$ cat src/hw/tcs_defines.svh
// offsets, field positions, reset values and timing figures of the sequencer
`ifndef TCS_DEFINES_SVH
`define TCS_DEFINES_SVH

`define TCS_IDX_RESULT   2'h0
`define TCS_IDX_CONFIG   2'h1
`define TCS_IDX_UPPER    2'h2
`define TCS_IDX_LOWER    2'h3

`define TCS_CFG_DRDY     13
`define TCS_CFG_MOD_HI   11
`define TCS_CFG_MOD_LO   10
`define TCS_CFG_CONV_HI  9
`define TCS_CFG_CONV_LO  7
`define TCS_CFG_AVG_HI   6
`define TCS_CFG_AVG_LO   5

`define TCS_RESULT_RST   16'h8000
`define TCS_UPPER_RST    16'h6000
`define TCS_LOWER_RST    16'h8000
`define TCS_CONV_RST     3'h4
`define TCS_AVG_RST      2'h1

`define TCS_CLK_MHZ      50
`define TCS_PWRUP_US     1500
`define TCS_CONV_US      15500
`define TCS_TMO_US       30000

`endif

$ cat src/hw/tcs_pkg.sv
// types shared by the sequencer files
package tcs_pkg;
   typedef enum logic [1:0] {
      TCS_MODE_CONT = 2'h0,
      TCS_MODE_HALT = 2'h1,
      TCS_MODE_ONCE = 2'h2,
      TCS_MODE_ALT  = 2'h3
   } tcs_mode_t;

   typedef enum logic [1:0] {
      TCS_ST_PWRUP,
      TCS_ST_HALT,
      TCS_ST_ACTIVE,
      TCS_ST_STANDBY
   } tcs_state_t;
endpackage

$ cat src/hw/tcs_averager.sv
// accumulates signed samples and produces their rounded mean
`timescale 1ns/1ps
module tcs_averager (
   input  wire logic               clk_sys,
   input  wire logic               rst_n,
   input  wire logic               clear,
   input  wire logic               add,
   input  wire logic signed [15:0] sample,
   input  wire logic [2:0]         shift,
   output logic signed [15:0]      mean
);
   logic signed [23:0] acc;
   logic signed [23:0] next_acc;
   logic signed [23:0] rounded;
   logic signed [23:0] half;

   always_comb begin
      next_acc = acc;
      if (clear) begin
         next_acc = 24'sh0;
      end else if (add) begin
         next_acc = acc + 24'(sample);
      end
   end

   // round half up before the arithmetic shift
   always_comb begin
      half = (shift == 3'h0) ? 24'sh0 : (24'sh1 <<< (shift - 3'h1));
      rounded = (acc + half) >>> shift;
      mean = rounded[15:0];
   end

   always_ff @(posedge clk_sys or negedge rst_n) begin
      if (!rst_n) begin
         acc <= 24'sh0;
      end else begin
         acc <= next_acc;
      end
   end
endmodule

$ cat src/hw/tcs_sequencer.sv
// conversion sequencer, result and limit registers, bus stall watchdog
// How it works
// - after power-up, wait the power-up interval before the first conversion
// - result reads 8000 hex until the first conversion cycle completes
// - each finished conversion cycle writes its result to the result register
// - result is 16-bit two's complement, one lsb is 7.8125 millidegrees
// - both limit registers hold the same 16-bit format, host writes so
// - the two-bit mode field chooses the conversion mode
// - continuous cycles are active conversion then standby
// - cycle time and averaging fields set active and standby lengths
// - result refresh follows the cycle period, once per cycle
// - averaging runs n conversions, accumulates, publishes only the mean
// - one conversion takes 15.5 ms, active time is that times n
// - reset defaults give eight averages and a one second cycle
// - stalled serial clock releases the data line after 20 to 40 ms
// - a stored strap makes the device leave power-up in shutdown
// - mode 00 repeats conversion cycles without end
// - writing mode 01 aborts any conversion and enters shutdown, except when written in a publish cycle
// - mode 10 in shutdown runs one active-only conversion cycle, then shutdown
// - done flag sets at each result, clears on config or result read
`timescale 1ns/1ps
`include "tcs_defines.svh"
module tcs_sequencer #(
   parameter int CYC_PER_US = `TCS_CLK_MHZ,
   parameter int PWRUP_CYC  = `TCS_PWRUP_US * `TCS_CLK_MHZ,
   parameter int CONV_CYC   = `TCS_CONV_US * `TCS_CLK_MHZ,
   parameter int TMO_CYC    = `TCS_TMO_US * `TCS_CLK_MHZ
) (
   input  wire logic        clk_sys,
   input  wire logic        rst_n,
   input  wire logic        halt_strap,
   input  wire logic [15:0] adc_sample,
   input  wire logic        reg_wr,
   input  wire logic        reg_rd,
   input  wire logic [1:0]  reg_idx,
   input  wire logic [15:0] reg_wdata,
   output logic      [15:0] reg_rdata,
   output logic             data_ready,
   input  wire logic        scl,
   input  wire logic        bus_active,
   input  wire logic        sda_drive_low,
   output logic             sda_o,
   output logic             sda_oe_n
);
   tcs_pkg::tcs_state_t state;
   tcs_pkg::tcs_state_t next_state;
   tcs_pkg::tcs_mode_t  mode;
   tcs_pkg::tcs_mode_t  next_mode;
   logic [2:0]  cyc_sel;
   logic [2:0]  next_cyc_sel;
   logic [1:0]  avg_sel;
   logic [1:0]  next_avg_sel;
   logic [15:0] result;
   logic [15:0] next_result;
   logic [15:0] upper;
   logic [15:0] next_upper;
   logic [15:0] lower;
   logic [15:0] next_lower;
   logic [15:0] next_rdata;
   logic        next_ready;
   logic [31:0] tmr;
   logic [31:0] next_tmr;
   logic [31:0] cyc_tmr;
   logic [31:0] next_cyc_tmr;
   logic [6:0]  n_done;
   logic [6:0]  next_n_done;
   logic        publish;
   logic        conv_end;
   logic        acc_clear;
   logic [6:0]  n_avg;
   logic [2:0]  avg_shift;
   logic [31:0] cycle_len;
   logic [15:0] mean;
   logic [1:0]  strap_sync;
   logic [2:0]  scl_sync;
   logic        scl_edge;
   logic [31:0] wd;
   logic [31:0] next_wd;
   logic        timed_out;
   logic        next_timed_out;
   logic        wr_cfg;

   // sample counts and cycle times per code, reset codes give 8 and 1 s
   always_comb begin
      case (avg_sel)
         2'h0: begin n_avg = 7'h01; avg_shift = 3'h0; end
         2'h1: begin n_avg = 7'h08; avg_shift = 3'h3; end
         2'h2: begin n_avg = 7'h20; avg_shift = 3'h5; end
         default: begin n_avg = 7'h40; avg_shift = 3'h6; end
      endcase
      case (cyc_sel)
         3'h0: cycle_len = 32'(`TCS_CONV_US * CYC_PER_US);
         3'h1: cycle_len = 32'(125000 * CYC_PER_US);
         3'h2: cycle_len = 32'(250000 * CYC_PER_US);
         3'h3: cycle_len = 32'(500000 * CYC_PER_US);
         3'h4: cycle_len = 32'(1000000 * CYC_PER_US);
         3'h5: cycle_len = 32'(4000000 * CYC_PER_US);
         3'h6: cycle_len = 32'(8000000 * CYC_PER_US);
         default: cycle_len = 32'(16000000 * CYC_PER_US);
      endcase
   end

   tcs_averager u_avg (
      .clk_sys (clk_sys),
      .rst_n   (rst_n),
      .clear   (acc_clear),
      .add     (conv_end),
      .sample  (adc_sample),
      .shift   (avg_shift),
      .mean    (mean)
   );

   assign wr_cfg = reg_wr && (reg_idx == `TCS_IDX_CONFIG);

   // sequencing of power-up, shutdown, active and standby
   always_comb begin
      next_state   = state;
      next_mode    = mode;
      next_tmr     = tmr + 32'h1;
      next_cyc_tmr = cyc_tmr + 32'h1;
      next_n_done  = n_done;
      conv_end     = 1'b0;
      publish      = 1'b0;
      acc_clear    = 1'b0;
      if (wr_cfg) begin
         case (reg_wdata[`TCS_CFG_MOD_HI:`TCS_CFG_MOD_LO])
            2'h2: if (state == tcs_pkg::TCS_ST_HALT) begin
               next_mode = tcs_pkg::TCS_MODE_ONCE;
            end
            2'h1: next_mode = tcs_pkg::TCS_MODE_HALT;
            default: next_mode = tcs_pkg::TCS_MODE_CONT;
         endcase
      end
      case (state)
         tcs_pkg::TCS_ST_PWRUP: begin
            if (tmr >= 32'(PWRUP_CYC - 1)) begin
               next_tmr = 32'h0;
               next_cyc_tmr = 32'h0;
               acc_clear = 1'b1;
               next_n_done = 7'h0;
               // a shutdown written during power-up takes effect here
               if (strap_sync[1] ||
                   next_mode == tcs_pkg::TCS_MODE_HALT) begin
                  next_mode = tcs_pkg::TCS_MODE_HALT;
                  next_state = tcs_pkg::TCS_ST_HALT;
               end else begin
                  next_state = tcs_pkg::TCS_ST_ACTIVE;
               end
            end
         end
         tcs_pkg::TCS_ST_HALT: begin
            next_tmr = 32'h0;
            next_cyc_tmr = 32'h0;
            acc_clear = 1'b1;
            next_n_done = 7'h0;
            if (mode != tcs_pkg::TCS_MODE_HALT) begin
               next_state = tcs_pkg::TCS_ST_ACTIVE;
            end
         end
         tcs_pkg::TCS_ST_ACTIVE: begin
            if (tmr >= 32'(CONV_CYC - 1)) begin
               conv_end = 1'b1;
               next_tmr = 32'h0;
               next_n_done = n_done + 7'h1;
               if (n_done + 7'h1 == n_avg) begin
                  next_state = tcs_pkg::TCS_ST_STANDBY;
               end
            end
         end
         tcs_pkg::TCS_ST_STANDBY: begin
            // the mean is settled one cycle after the last sample is added
            if (n_done != 7'h0) begin
               publish = 1'b1;
               acc_clear = 1'b1;
               next_n_done = 7'h0;
            end
            if (mode == tcs_pkg::TCS_MODE_ONCE) begin
               next_mode = tcs_pkg::TCS_MODE_HALT;
               next_state = tcs_pkg::TCS_ST_HALT;
            end else if (n_done == 7'h0 &&
                         cyc_tmr >= cycle_len - 32'h1) begin
               next_tmr = 32'h0;
               next_cyc_tmr = 32'h0;
               next_state = tcs_pkg::TCS_ST_ACTIVE;
            end
         end
         default: next_state = tcs_pkg::TCS_ST_PWRUP;
      endcase
      // abort wins over anything running except power-up and a publish cycle
      if (next_mode == tcs_pkg::TCS_MODE_HALT && mode != tcs_pkg::TCS_MODE_HALT
          && state != tcs_pkg::TCS_ST_PWRUP && !publish) begin
         next_state = tcs_pkg::TCS_ST_HALT;
      end
   end

   // register file and the done flag
   always_comb begin
      next_cyc_sel = cyc_sel;
      next_avg_sel = avg_sel;
      next_upper   = upper;
      next_lower   = lower;
      next_result  = result;
      next_ready   = data_ready;
      next_rdata   = reg_rdata;
      if (wr_cfg) begin
         next_cyc_sel = reg_wdata[`TCS_CFG_CONV_HI:`TCS_CFG_CONV_LO];
         next_avg_sel = reg_wdata[`TCS_CFG_AVG_HI:`TCS_CFG_AVG_LO];
      end
      if (reg_wr && reg_idx == `TCS_IDX_UPPER) next_upper = reg_wdata;
      if (reg_wr && reg_idx == `TCS_IDX_LOWER) next_lower = reg_wdata;
      if (reg_rd) begin
         case (reg_idx)
            `TCS_IDX_RESULT: next_rdata = result;
            `TCS_IDX_CONFIG: begin
               next_rdata = 16'h0000;
               next_rdata[`TCS_CFG_DRDY] = data_ready;
               next_rdata[`TCS_CFG_MOD_HI:`TCS_CFG_MOD_LO] = mode;
               next_rdata[`TCS_CFG_CONV_HI:`TCS_CFG_CONV_LO] = cyc_sel;
               next_rdata[`TCS_CFG_AVG_HI:`TCS_CFG_AVG_LO] = avg_sel;
            end
            `TCS_IDX_UPPER: next_rdata = upper;
            default: next_rdata = lower;
         endcase
         if (reg_idx == `TCS_IDX_RESULT || reg_idx == `TCS_IDX_CONFIG) begin
            next_ready = 1'b0;
         end
      end
      if (publish) begin
         next_result = mean;
         next_ready = 1'b1;
      end
   end

   // serial clock watchdog; scl_sync[0] feeds only scl_sync[1]
   assign scl_edge = scl_sync[2] ^ scl_sync[1];

   always_comb begin
      next_wd = wd + 32'h1;
      next_timed_out = timed_out;
      if (!bus_active) begin
         next_wd = 32'h0;
         next_timed_out = 1'b0;
      end else if (scl_edge) begin
         next_wd = 32'h0;
      end else if (wd >= 32'(TMO_CYC - 1)) begin
         next_wd = wd;
         next_timed_out = 1'b1;
      end
   end

   assign sda_o    = 1'b0;
   assign sda_oe_n = !(sda_drive_low && !timed_out);

   always_ff @(posedge clk_sys or negedge rst_n) begin
      if (!rst_n) begin
         state      <= tcs_pkg::TCS_ST_PWRUP;
         mode       <= tcs_pkg::TCS_MODE_CONT;
         cyc_sel    <= `TCS_CONV_RST;
         avg_sel    <= `TCS_AVG_RST;
         result     <= `TCS_RESULT_RST;
         upper      <= `TCS_UPPER_RST;
         lower      <= `TCS_LOWER_RST;
         reg_rdata  <= 16'h0000;
         data_ready <= 1'b0;
         tmr        <= 32'h0;
         cyc_tmr    <= 32'h0;
         n_done     <= 7'h0;
         strap_sync <= 2'h0;
         scl_sync   <= 3'h7;
         wd         <= 32'h0;
         timed_out  <= 1'b0;
      end else begin
         state      <= next_state;
         mode       <= next_mode;
         cyc_sel    <= next_cyc_sel;
         avg_sel    <= next_avg_sel;
         result     <= next_result;
         upper      <= next_upper;
         lower      <= next_lower;
         reg_rdata  <= next_rdata;
         data_ready <= next_ready;
         tmr        <= next_tmr;
         cyc_tmr    <= next_cyc_tmr;
         n_done     <= next_n_done;
         strap_sync <= {strap_sync[0], halt_strap};
         scl_sync   <= {scl_sync[1:0], scl};
         wd         <= next_wd;
         timed_out  <= next_timed_out;
      end
   end
endmodule

$ cat config.mk
export PLATFORM = sky130hd
export DESIGN_NAME = tcs_sequencer
export DESIGN_NICKNAME = d
export VERILOG_FILES = /design/src/hw/tcs_pkg.sv /design/src/hw/tcs_averager.sv /design/src/hw/tcs_sequencer.sv
export VERILOG_INCLUDE_DIRS = /design/src /design/src/hw
export SDC_FILE = /design/constraint.sdc
export NUM_CORES = 1
export LEC_CHECK = 0
export ABC_AREA = 1
export BUFFER_PORTS_ARGS = -buffer_cell sky130_fd_sc_hd__buf_2
export CORE_ASPECT_RATIO = 1.2
export CORE_MARGIN = 5
export CORE_UTILIZATION = 53
export CTS_CLUSTER_DIAMETER = 50
export CTS_CLUSTER_SIZE = 40
export DETAILED_ROUTE_END_ITERATION = 10
export PLACE_DENSITY = 0.72
export SLEW_MARGIN = 20
export SYNTH_ARGS = -nofsm -noshare
export SYNTH_HDL_FRONTEND = slang
export SYNTH_HIERARCHICAL = 1
export SYNTH_SLANG_ARGS = --single-unit
$ cat constraint.sdc
create_clock -name clk_sys -period 3.05 [get_ports clk_sys]
set_input_delay 0.1525 -clock clk_sys [delete_from_list [all_inputs] [get_ports clk_sys]]
set_output_delay 0.1525 -clock clk_sys [all_outputs]
set_load 0.01 [all_outputs]
Word level (Yosys, flattened, before mapping). Cells that the tools add are included.

Bits in latches: 0. ROM bits: 0. Logic and storage cells: 143. Output and inout bits: 19. Bits of input ports: 42. Memories kept: 0. Register bits after elaboration: 207. Bits in writable memories: 0.

Reduce and logical (&&, ||, !) cells: 28. Multiplexer cells: 51. Shift-type cells: 2. $add $sub $neg: 8. Divide/modulo/power cells: 0. Equal/unequal tests: 32. Bitwise logic cells: 1. Magnitude comparators: 4. Multiply operators: 0.

Operators with widths (count): $mux W32 (10); $pmux W30 S7 (1); $pmux W32 S4 (1); $add A32 B1 Y32 const B (3); $pmux W32 S3 (1); $mux W24 (3); $pmux W16 S3 (1); $ge A32 B17 Y1 const B (1); $ge A32 B20 Y1 const B (1); $ge A32 B21 Y1 const B (1); $ge A32 B32 Y1 (1); $sub A32 B1 Y32 const B (1); $pmux W7 S4 (1); $mux W2 (13); $add A24 B16 Y24 (1); $add A24 B24 Y24 (1); $sshl A2 B3 Y24 const A (1); $sshr A24 B3 Y16 (1); $mux W7 (3); $pmux W7 S3 (1); $eq A2 B2 Y1 const B (7); $eq A2 B1 Y1 const B (6); $ne A3 B3 Y1 const B (4); $mux W1 (11); other kinds (26) (51).

Longest topological paths before layout. Gate-level depths: netlist (run 1).

Depth after elaboration: 15. Depth in mapped cells: 26. Gate-level depth less buffers: 25.

Hierarchy. Netlist (run 1), hierarchy kept.

By module, submodules not included: tcs_sequencer (area each 10149.7 sq um, cells an instance 1258, seq. area each 4590.7 sq um, times used 1); tcs_averager (area each 3756.1 sq um, cells an instance 659, seq. area each 575.6 sq um, times used 1).

Least setup slack after synthesis (run 1). Ideal clock, no wire load.

Path kind: register to register. Start: register avg_sel[0]. End: register result[3]. Data required time: 2925 ps. Path slack: -155 ps. Data arrival time: 3081 ps. Cell stages (with the launch flop): 20. Clock period less this slack: 3205 ps. Buffers on the path: 1. Library setup time: 125 ps. Path through: dfstp_2 > inv_1 > ha_1 > inv_1 > buf_2 > nor2_1 > inv_1 > nor2_1 > ha_1 > fa_1 > nand3_1 > nand3_1 > nand2_1 > nand3_2 > xor2_1 > nand2_1 > nand3_1 > nand3_1 > nand2_1 > mux2_2.

Word-level cells in the longest chain between the ends: 7. Elaborated cells between the ends (all ways): 10. Those cells by class: add/sub (2); eq/ne (2); shift (2); mux (2); reduce/logical (2).

Ends and longest elaborated chain: from (decl) (RTL line tcs_sequencer.sv:51) `logic [1:0] avg_sel;`; from (signal assigned) (RTL line tcs_sequencer.sv:259) `` avg_sel <= `TCS_AVG_RST; ``; from (signal assigned) (RTL line tcs_sequencer.sv:276) `avg_sel <= next_avg_sel;`; $eq A2 B2 Y1, or another cell as far along (RTL line tcs_sequencer.sv:85) `case (avg_sel)`; $pmux W3 S3 (*) (RTL line tcs_sequencer.sv:85); net avg_shift[0] (RTL line tcs_sequencer.sv:71) `logic [2:0] avg_shift;`; $sub A3 B1 Y3 (RTL line tcs_averager.sv:28) `half = (shift == 3'h0) ? 24'sh0 : (24'sh1 <<< (shift - 3'h1));`; $sshl A2 B3 Y24 (RTL line tcs_averager.sv:28); $mux W24 (RTL line tcs_averager.sv:28); $add A24 B24 Y24 (RTL line tcs_averager.sv:29) `rounded = (acc + half) >>> shift;`; $sshr A24 B3 Y16 (*) (RTL line tcs_averager.sv:29); net mean[3] (RTL line tcs_sequencer.sv:73) `logic [15:0] mean;`; to (signal assigned) (RTL line tcs_sequencer.sv:260) `` result <= `TCS_RESULT_RST; ``; to (signal assigned) (RTL line tcs_sequencer.sv:277) `result <= next_result;`; to (decl) (RTL line tcs_sequencer.sv:53) `logic [15:0] result;`.

The timed path passes the listed nets; every way through them passes the cells marked *. A chain may end at the register's enable or synchronous reset.

Final worst setup path (run 1).
Start: register avg_sel[0]. End: register result[13].

The elaborated chain is that of the path after synthesis.

==> results of run 1 <==
-- worst max-delay path: cells and delay by family, from the launching register on --
family	cells	cell delay, ns
and+or+nand+nor	12	0.97
adders and majority gates	3	0.78
DFF	1	0.63
buffers and inverters	4	0.35
muxes	1	0.26
-- kinds of logic (layout without fill, tap and decap cells) --
logic type      after synthesis  in the layout  share of synthesized area
other cells                   2              2                   0.000540
flops                       206            206                      0.372
xor+xnor                     65             65                     0.0409
mux                          16             16                     0.0130
compound gates              243            243                     0.0997
simple gates               1056           1056                      0.333
buf+inv                     254            406                     0.0725
fa+ha+maj                    75             75                     0.0686
-- what timing repair did --
action / in CTS / in global routing
gates cloned: 0 / 3
pin swaps: 6 / 57
setup buffers: 5 / 6
endpoints found under the setup margin: 71 / 82
hold endpoints to repair: 99 / 0
resized for setup: 19 / 178
hold buffers: 22 / 0
-- worst min path at each step --
stage | to | slack, ns | cells past startpoint
CTS | data_ready | 0.01 | 3
detailed placement | cyc_tmr[0] | 0.15 | 1
finish | data_ready | 0.03 | 3
global placement | cyc_tmr[0] | 0.15 | 1
floorplan | avg_sel[1] | -0.14 | 0
global route | data_ready | 0.04 | 3
-- layout make-up --
type / instances / area, µm² / area share
Timing Repair Buffer: 152 / 1170 / 0.0690
Inverter: 209 / 797 / 0.0471
Multi-Input combinational cell: 1457 / 8500 / 0.502
Tap cell: 335 / 419 / 0.0248
Sequential cell: 206 / 5170 / 0.305
Clock buffer: 26 / 629 / 0.0372
Clock inverter: 19 / 253 / 0.0149
-- per-layer routing --
metal / up-vias / part of all wire
li1: 6615 / -
met1: 6282 / 0.42
met2: 332 / 0.50
met3: 79 / 0.046
met4: 0 / 0.033
met5: - / 0
-- cells in the mapped netlist, drive strengths merged --
library cell,number,share of area
nor4,13,0.0074
o211ai,4,0.0022
and2,2,0.00090
o22ai,6,0.0027
fa,2,0.0029
dfrtp,197,0.35
a21oi,75,0.028
a32o,2,0.0014
nand4,37,0.017
nor2,240,0.070
o21bai,2,0.0011
o21a,4,0.0022
conb,2,0.00054
a31oi,9,0.0040
nor3b,4,0.0025
inv,202,0.055
xor2,53,0.033
clkinv,7,0.0019
a211oi,5,0.0027
nand3,185,0.069
or2,7,0.0031
o21ai,111,0.040
a22o,2,0.0013
o31ai,7,0.0038
dfstp,9,0.017
buf,25,0.010
nand3b,10,0.0054
nand2,502,0.14
nor3,54,0.021
and3,2,0.00090
o2111ai,1,0.00063
mux2,16,0.013
ha,73,0.066
xnor2,12,0.0076
clkbuf,20,0.0057
a41oi,1,0.00063
a21o,6,0.0032
a221oi,8,0.0050
-- report_power, final --
group / internal (µW) / switching (µW)
clock network: 1760 / 1350
registers: 2860 / 91.6
logic: 771 / 1180
-- stage by stage --
stage               hold slack [ns]  worst slack (ns)
floorplan                    -0.143           0.00529
global placement              0.150           -0.0818
detailed placement            0.149            -0.142
CTS                          0.0103           -0.0118
global route                 0.0385            -0.259
finish                       0.0303           -0.0899
-- sequential cells by signal, indices dropped and copies added (netlist names) --
| register | flops |
|---|---|
| wd | 32 |
| state | 2 |
| scl_sync | 3 |
| strap_sync | 2 |
| timed_out | 1 |
| cyc_sel | 3 |
| upper | 16 |
| n_done | 7 |
| result | 16 |
| cyc_tmr | 32 |
| reg_rdata | 16 |
| lower | 16 |
| tmr | 32 |
| data_ready | 1 |
| u_avg/acc | 23 |
| mode | 2 |
| avg_sel | 2 |
==> flow_summary_export.csv, run 1 <==
group,metric,value,unit
layout,final_common_cell,"nand2_1",
timing,fmax,0.318,GHz
critical_path,start_kind,"register",
layout,nets,2168,
critical_path,slowest_stage,"dfstp_2",
clocking,clockBufferDepth,3,
detailed_routing,vias_per_cell,5.54,
global_route,overflow,0,
critical_path,worstReg2RegEnd,"result[13]",
critical_path,worstPathCellList,"inv_4 > ha_4 > inv_4 > nor2_4 > inv_2 > nor2_4 > ha_4 > fa_2 > nand3_2 > nand3_4 > buf_6 > nand3b_1 > nand2_1 > nand2_1 > nand3_2 > nand2_1 > nand2_1 > nand3_1 > nand2_1 > mux2_4",
global_route,globalRouteMet3Util,0.0296,
clocking,htree_levels,1,
timing,setup_viol,11,
synthesis,synth_cells,1917,
timing,fin_crit_sh,1.03,
critical_path,endpoint_kind,"register",
global_route,grt_pass1_vias,12900,
layout,area_growth,21.7,%
timing,setup_ws,-0.0899,ns
critical_path,arrival,3.55,ns
critical_path,crit_path_max_fanout,4,
floorplanning,ios,61,
layout,diodes,0,
timing,timing.slew.headroom,0.336,
clocking,clock_latency,0.53,ns
global_route,grtUsageTotal,0.245,
detailed_routing,antenna_left,0,
detailed_routing,vias,13300,
power_and_ir_drop,power,8010,µW
placed_design,port_buffers,59,
critical_path,critPathMaxStageDelay,0.63,ns
floorplanning,coreArea,26100,µm²
timing,fin_worst_skew,0.0168,ns
synthesis,yosysSeqAreaShare,0.372,
detailed_routing,wl_per_cell,15.5,µm
critical_path,rr_worst_depth,20,
synthesis,synth_warnings,6,
timing,min_period,3.14,ns
clocking,cts_tree,"yes",
floorplanning,die-area,29600,µm²
critical_path,reg2reg_from,"avg_sel[0]",
layout,layout-drive-gt1-share,0.191,
layout,final_cell_mix,"nand2_1 (461), dfrtp_1 (197), nor2_1 (192)",
power_and_ir_drop,ir_worst_vdd,300,µV
placed_design,dp_cells,2323,
power_and_ir_drop,p_leak,0.00819,µW
placed_design,place_area,14900,µm²
global_route,gr-max-usage-layer,"met2",
global_route,grt_use_met1,0.313,
timing,rsz0062_at_grt,"true",
layout,layout.cells.non_filler,2404,
critical_path,cp_data_required_time,3.46,ns
clocking,cts-buffers-inserted,25,
synthesis,syn_area_per_cell,7.25,µm²
clocking,clock-sinks,206,
run_status,run_status,"finished, violations left",
placed_design,hpwlAfterDp,26900,µm
floorplanning,die_w,158,µm
critical_path,critical_path_class,"register to register",
global_route,grt_pass1_wl,60900,µm
synthesis,ys_ff_latch,206,
timing,tightestPinTransition,0.992,ns
flow_run,drv_cap,0,
synthesis,synth_cell_types,57,
timing,slew_violations,0,
min_path,holdCritPathClass,"input pin to register",
power_and_ir_drop,power_density,473,nW/µm²
synthesis,syn_area,13900,µm²
min_path,hold_start,"reg_idx[1]",
critical_path,endpoint,"result[13]",
synthesis,syn-num-nets,2034,
clocking,clock-root-buffer,"clkbuf_16",
detailed_routing,drtPass1Iterations,5,
floorplanning,die_h,187,µm
critical_path,r2r_setup_slack,-0.09,ns
critical_path,critPathLaunch,"avg_sel[0]",
detailed_routing,drc,0,
detailed_routing,route.final.wire_length,37400,µm
timing,fin_tns_setup,-0.440,ns
clocking,clk_pin_slew_worst_paths,0.06,ns
run_status,violations,"negative setup slack",
layout,fillers,2277,
floorplanning,rows,65,
floorplanning,start_util,0.533,
layout,final_area,16900,µm²
layout,utilization,0.649,
global_route,grt_max_degree,83,
critical_path,crit_top_cell,"nand2_1",
timing,finalHoldViolCount,0,
global_route,antenna_found_initial,0,
global_route,met2_usage,0.427,
detailed_routing,initialDrtViolationCount,804,
placed_design,place_congestion,0.936,
No activity file was read; power rests on OpenSTA's default activity.
==> run 2: changes to the inputs <==
- CORE_MARGIN: 5 -> default
==> run 2 against run 1 <==
The flow still finishes with violations (negative setup slack); wire length decreased by 2.0%; fmax increased by 2.3%; critical path depth decreased by 3; global-route usage increased by 2.2 points; cell area decreased by 0.67%; critical endpoint is now result[3].
==> flow_summary_export.csv, run 2 (same netlist as run 1, synthesis figures left out) <==
group,metric,value,unit
run_status,run_status,"finished, violations left",
run_status,violations,"negative setup slack",
clocking,clk_pin_slew_worst_paths,0.06,ns
floorplanning,rows,64,
floorplanning,start_util,0.543,
timing,setup_viol,2,
clocking,clockBufferDepth,3,
critical_path,start_kind,"register",
power_and_ir_drop,p_int,5480,µW
clocking,htree_levels,1,
timing,min_period,3.07,ns
clocking,cts-buffers-inserted,27,
power_and_ir_drop,p_leak,0.00818,µW
floorplanning,ios,61,
global_route,grtUsageTotal,0.267,
timing,fin_worst_skew,0.0151,ns
detailed_routing,route.final.wire_length,36600,µm
detailed_routing,initialDrtViolationCount,767,
global_route,grt_max_degree,79,
timing,tightestPinTransition,1.05,ns
global_route,grt_pass1_wl,59300,µm
detailed_routing,antenna_left,0,
timing,setup_ws,-0.0203,ns
critical_path,cp_data_required_time,3.47,ns
placed_design,place_congestion,0.935,
placed_design,place_ws,-0.231,ns
detailed_routing,vias,13300,
layout,final_cell_mix,"nand2_1 (466), nor2_1 (199), dfrtp_1 (196)",
layout,top_regs,"cyc_tmr (32), tmr (32), wd (32)",
placed_design,port_buffers,59,
critical_path,critPathMaxStageDelay,0.63,ns
clocking,cts_tree,"yes",
placed_design,hpwlAfterDp,26000,µm
power_and_ir_drop,sw_frac_of_total,0.324,
layout,area_growth,20.9,%
timing,hold_ws,0.0548,ns
detailed_routing,drtPass1Iterations,5,
timing,timing.slew.headroom,0.294,
detailed_routing,vias_per_cell,5.55,
clocking,clock-sinks,206,
floorplanning,die_h,179,µm
critical_path,arrival,3.49,ns
power_and_ir_drop,seq_power_share,0.365,
critical_path,endpoint_kind,"register",
timing,rsz0062_at_grt,"true",
layout,final_common_cell,"nand2_1",
power_and_ir_drop,power_frac_clock,0.398,
power_and_ir_drop,power_density,482,nW/µm²
flow_run,drv_cap,0,
layout,layout-drive-gt1-share,0.190,
floorplanning,die_w,150,µm
critical_path,crit_path_max_fanout,6,
power_and_ir_drop,p_sw,2620,µW
min_path,holdCritPathClass,"input pin to register",
power_and_ir_drop,p_comb_frac,0.237,
timing,fmax,0.326,GHz
timing,fin_crit_sh,1.01,
power_and_ir_drop,power,8100,µW
global_route,overflow,0,
critical_path,critical_path_class,"register to register",
detailed_routing,drc,0,
power_and_ir_drop,ir_worst_vdd,338,µV
clocking,clock_latency,0.54,ns
timing,slew_violations,0,
global_route,grt_pass1_vias,12800,
clocking,clock-root-buffer,"clkbuf_16",
layout,nets,2167,
detailed_routing,wl_per_cell,15.3,µm
floorplanning,coreArea,25600,µm²
floorplanning,die-area,26900,µm²
critical_path,worstPathCellList,"inv_4 > ha_4 > inv_4 > nor2_4 > inv_2 > nor2_2 > ha_2 > fa_2 > nand3_2 > nand3_4 > buf_4 > xor2_2 > nand2_1 > o21ai_2 > o211ai_1 > nand2_1 > mux2_2",
critical_path,slowest_stage,"dfstp_2",
timing,finalHoldViolCount,0,
global_route,antenna_found_initial,1,
-- run 2: cell types whose count changed in the layout (fill, tap and decap cells not counted), moves of 5 or more --
cell	change
nand3_1	-15
nor2_4	-14
nand2_1	+5
nand2_4	-5
nor2_2	+7
nand3_2	+17
nor2_1	+7
-- run 2: path summary, 6_finish.rpt --
path	to	startpoint	cells past startpoint	slack [ns]
setup reg to reg	result[3]	avg_sel[0]	17	-0.02
hold / removal	u_avg/acc[1]	adc_sample[1]	3	0.05
hold reg to reg	scl_sync[1]	scl_sync[0]	0	0.35
max in group asynchronous	scl_sync[2]	rst_n	3	2.08
setup / recovery	result[3]	avg_sel[0]	17	-0.02
min in group asynchronous	cyc_tmr[0]	rst_n	2	0.15
-- run 2: timing repair --
item	CTS	global route
hold buffers	23	0
pin swaps	9	52
resized for setup	26	146
endpoints found under the setup margin	67	82
buffers inserted	4	11
endpoints found under the hold margin	110	0
gates cloned	0	3
-- run 2: power groups by stage --
stage | logic [µW] | clock network (µW) | registers (µW)
after floorplan | 1050 | 0 | 2990
final | 1920 | 3220 | 2960
after global placement | 1530 | 0 | 2990
after global routing | 2140 | 3380 | 2970
after CTS | 1640 | 3270 | 2950
after detailed placement | 1570 | 0 | 3000
-- run 2: stage by stage --
step	util	cells	cell area, µm²	setup TNS [ns]
CTS	0.628	2387	16100	-0.00530
global placement	0.579	2311	14800	-0.756
finish	0.656	2401	16800	-0.0369
global route	0.656	2401	16800	-2.18
detailed placement	0.579	2311	14800	-4.03
floorplan	-	1917	13900	0
-- run 2: per-layer routing --
layer | up-vias | wire, µm | track usage
met1 | 6310 | 15800 | 0.343
met5 | - | 0 | 0
li1 | 6601 | - | -
met3 | 89 | 1540 | 0.0274
met2 | 324 | 17900 | 0.453
met4 | 0 | 1300 | 0.112
-- run 2: area by class of cell --
| class | count | area [µm²] |
|---|---|---|
| fill | 2248 | 8810 |
| multi-input combinational | 1458 | 8410 |
| sequential | 206 | 5170 |
| timing repair buffer | 148 | 1120 |
| inverter | 209 | 795 |
| clock buffer | 31 | 691 |
| tap | 330 | 413 |
| clock inverter | 18 | 214 |
| antenna | 1 | 2.50 |
-- run 2: critical path, delay by kind of cell (launching register included) --
kind,cells,cell delay (ns)
fa+ha+maj,3,0.83
buf+inv,4,0.35
compound gates,2,0.30
mux,1,0.27
simple gates,6,0.44
flops,1,0.63
xor+xnor,1,0.15
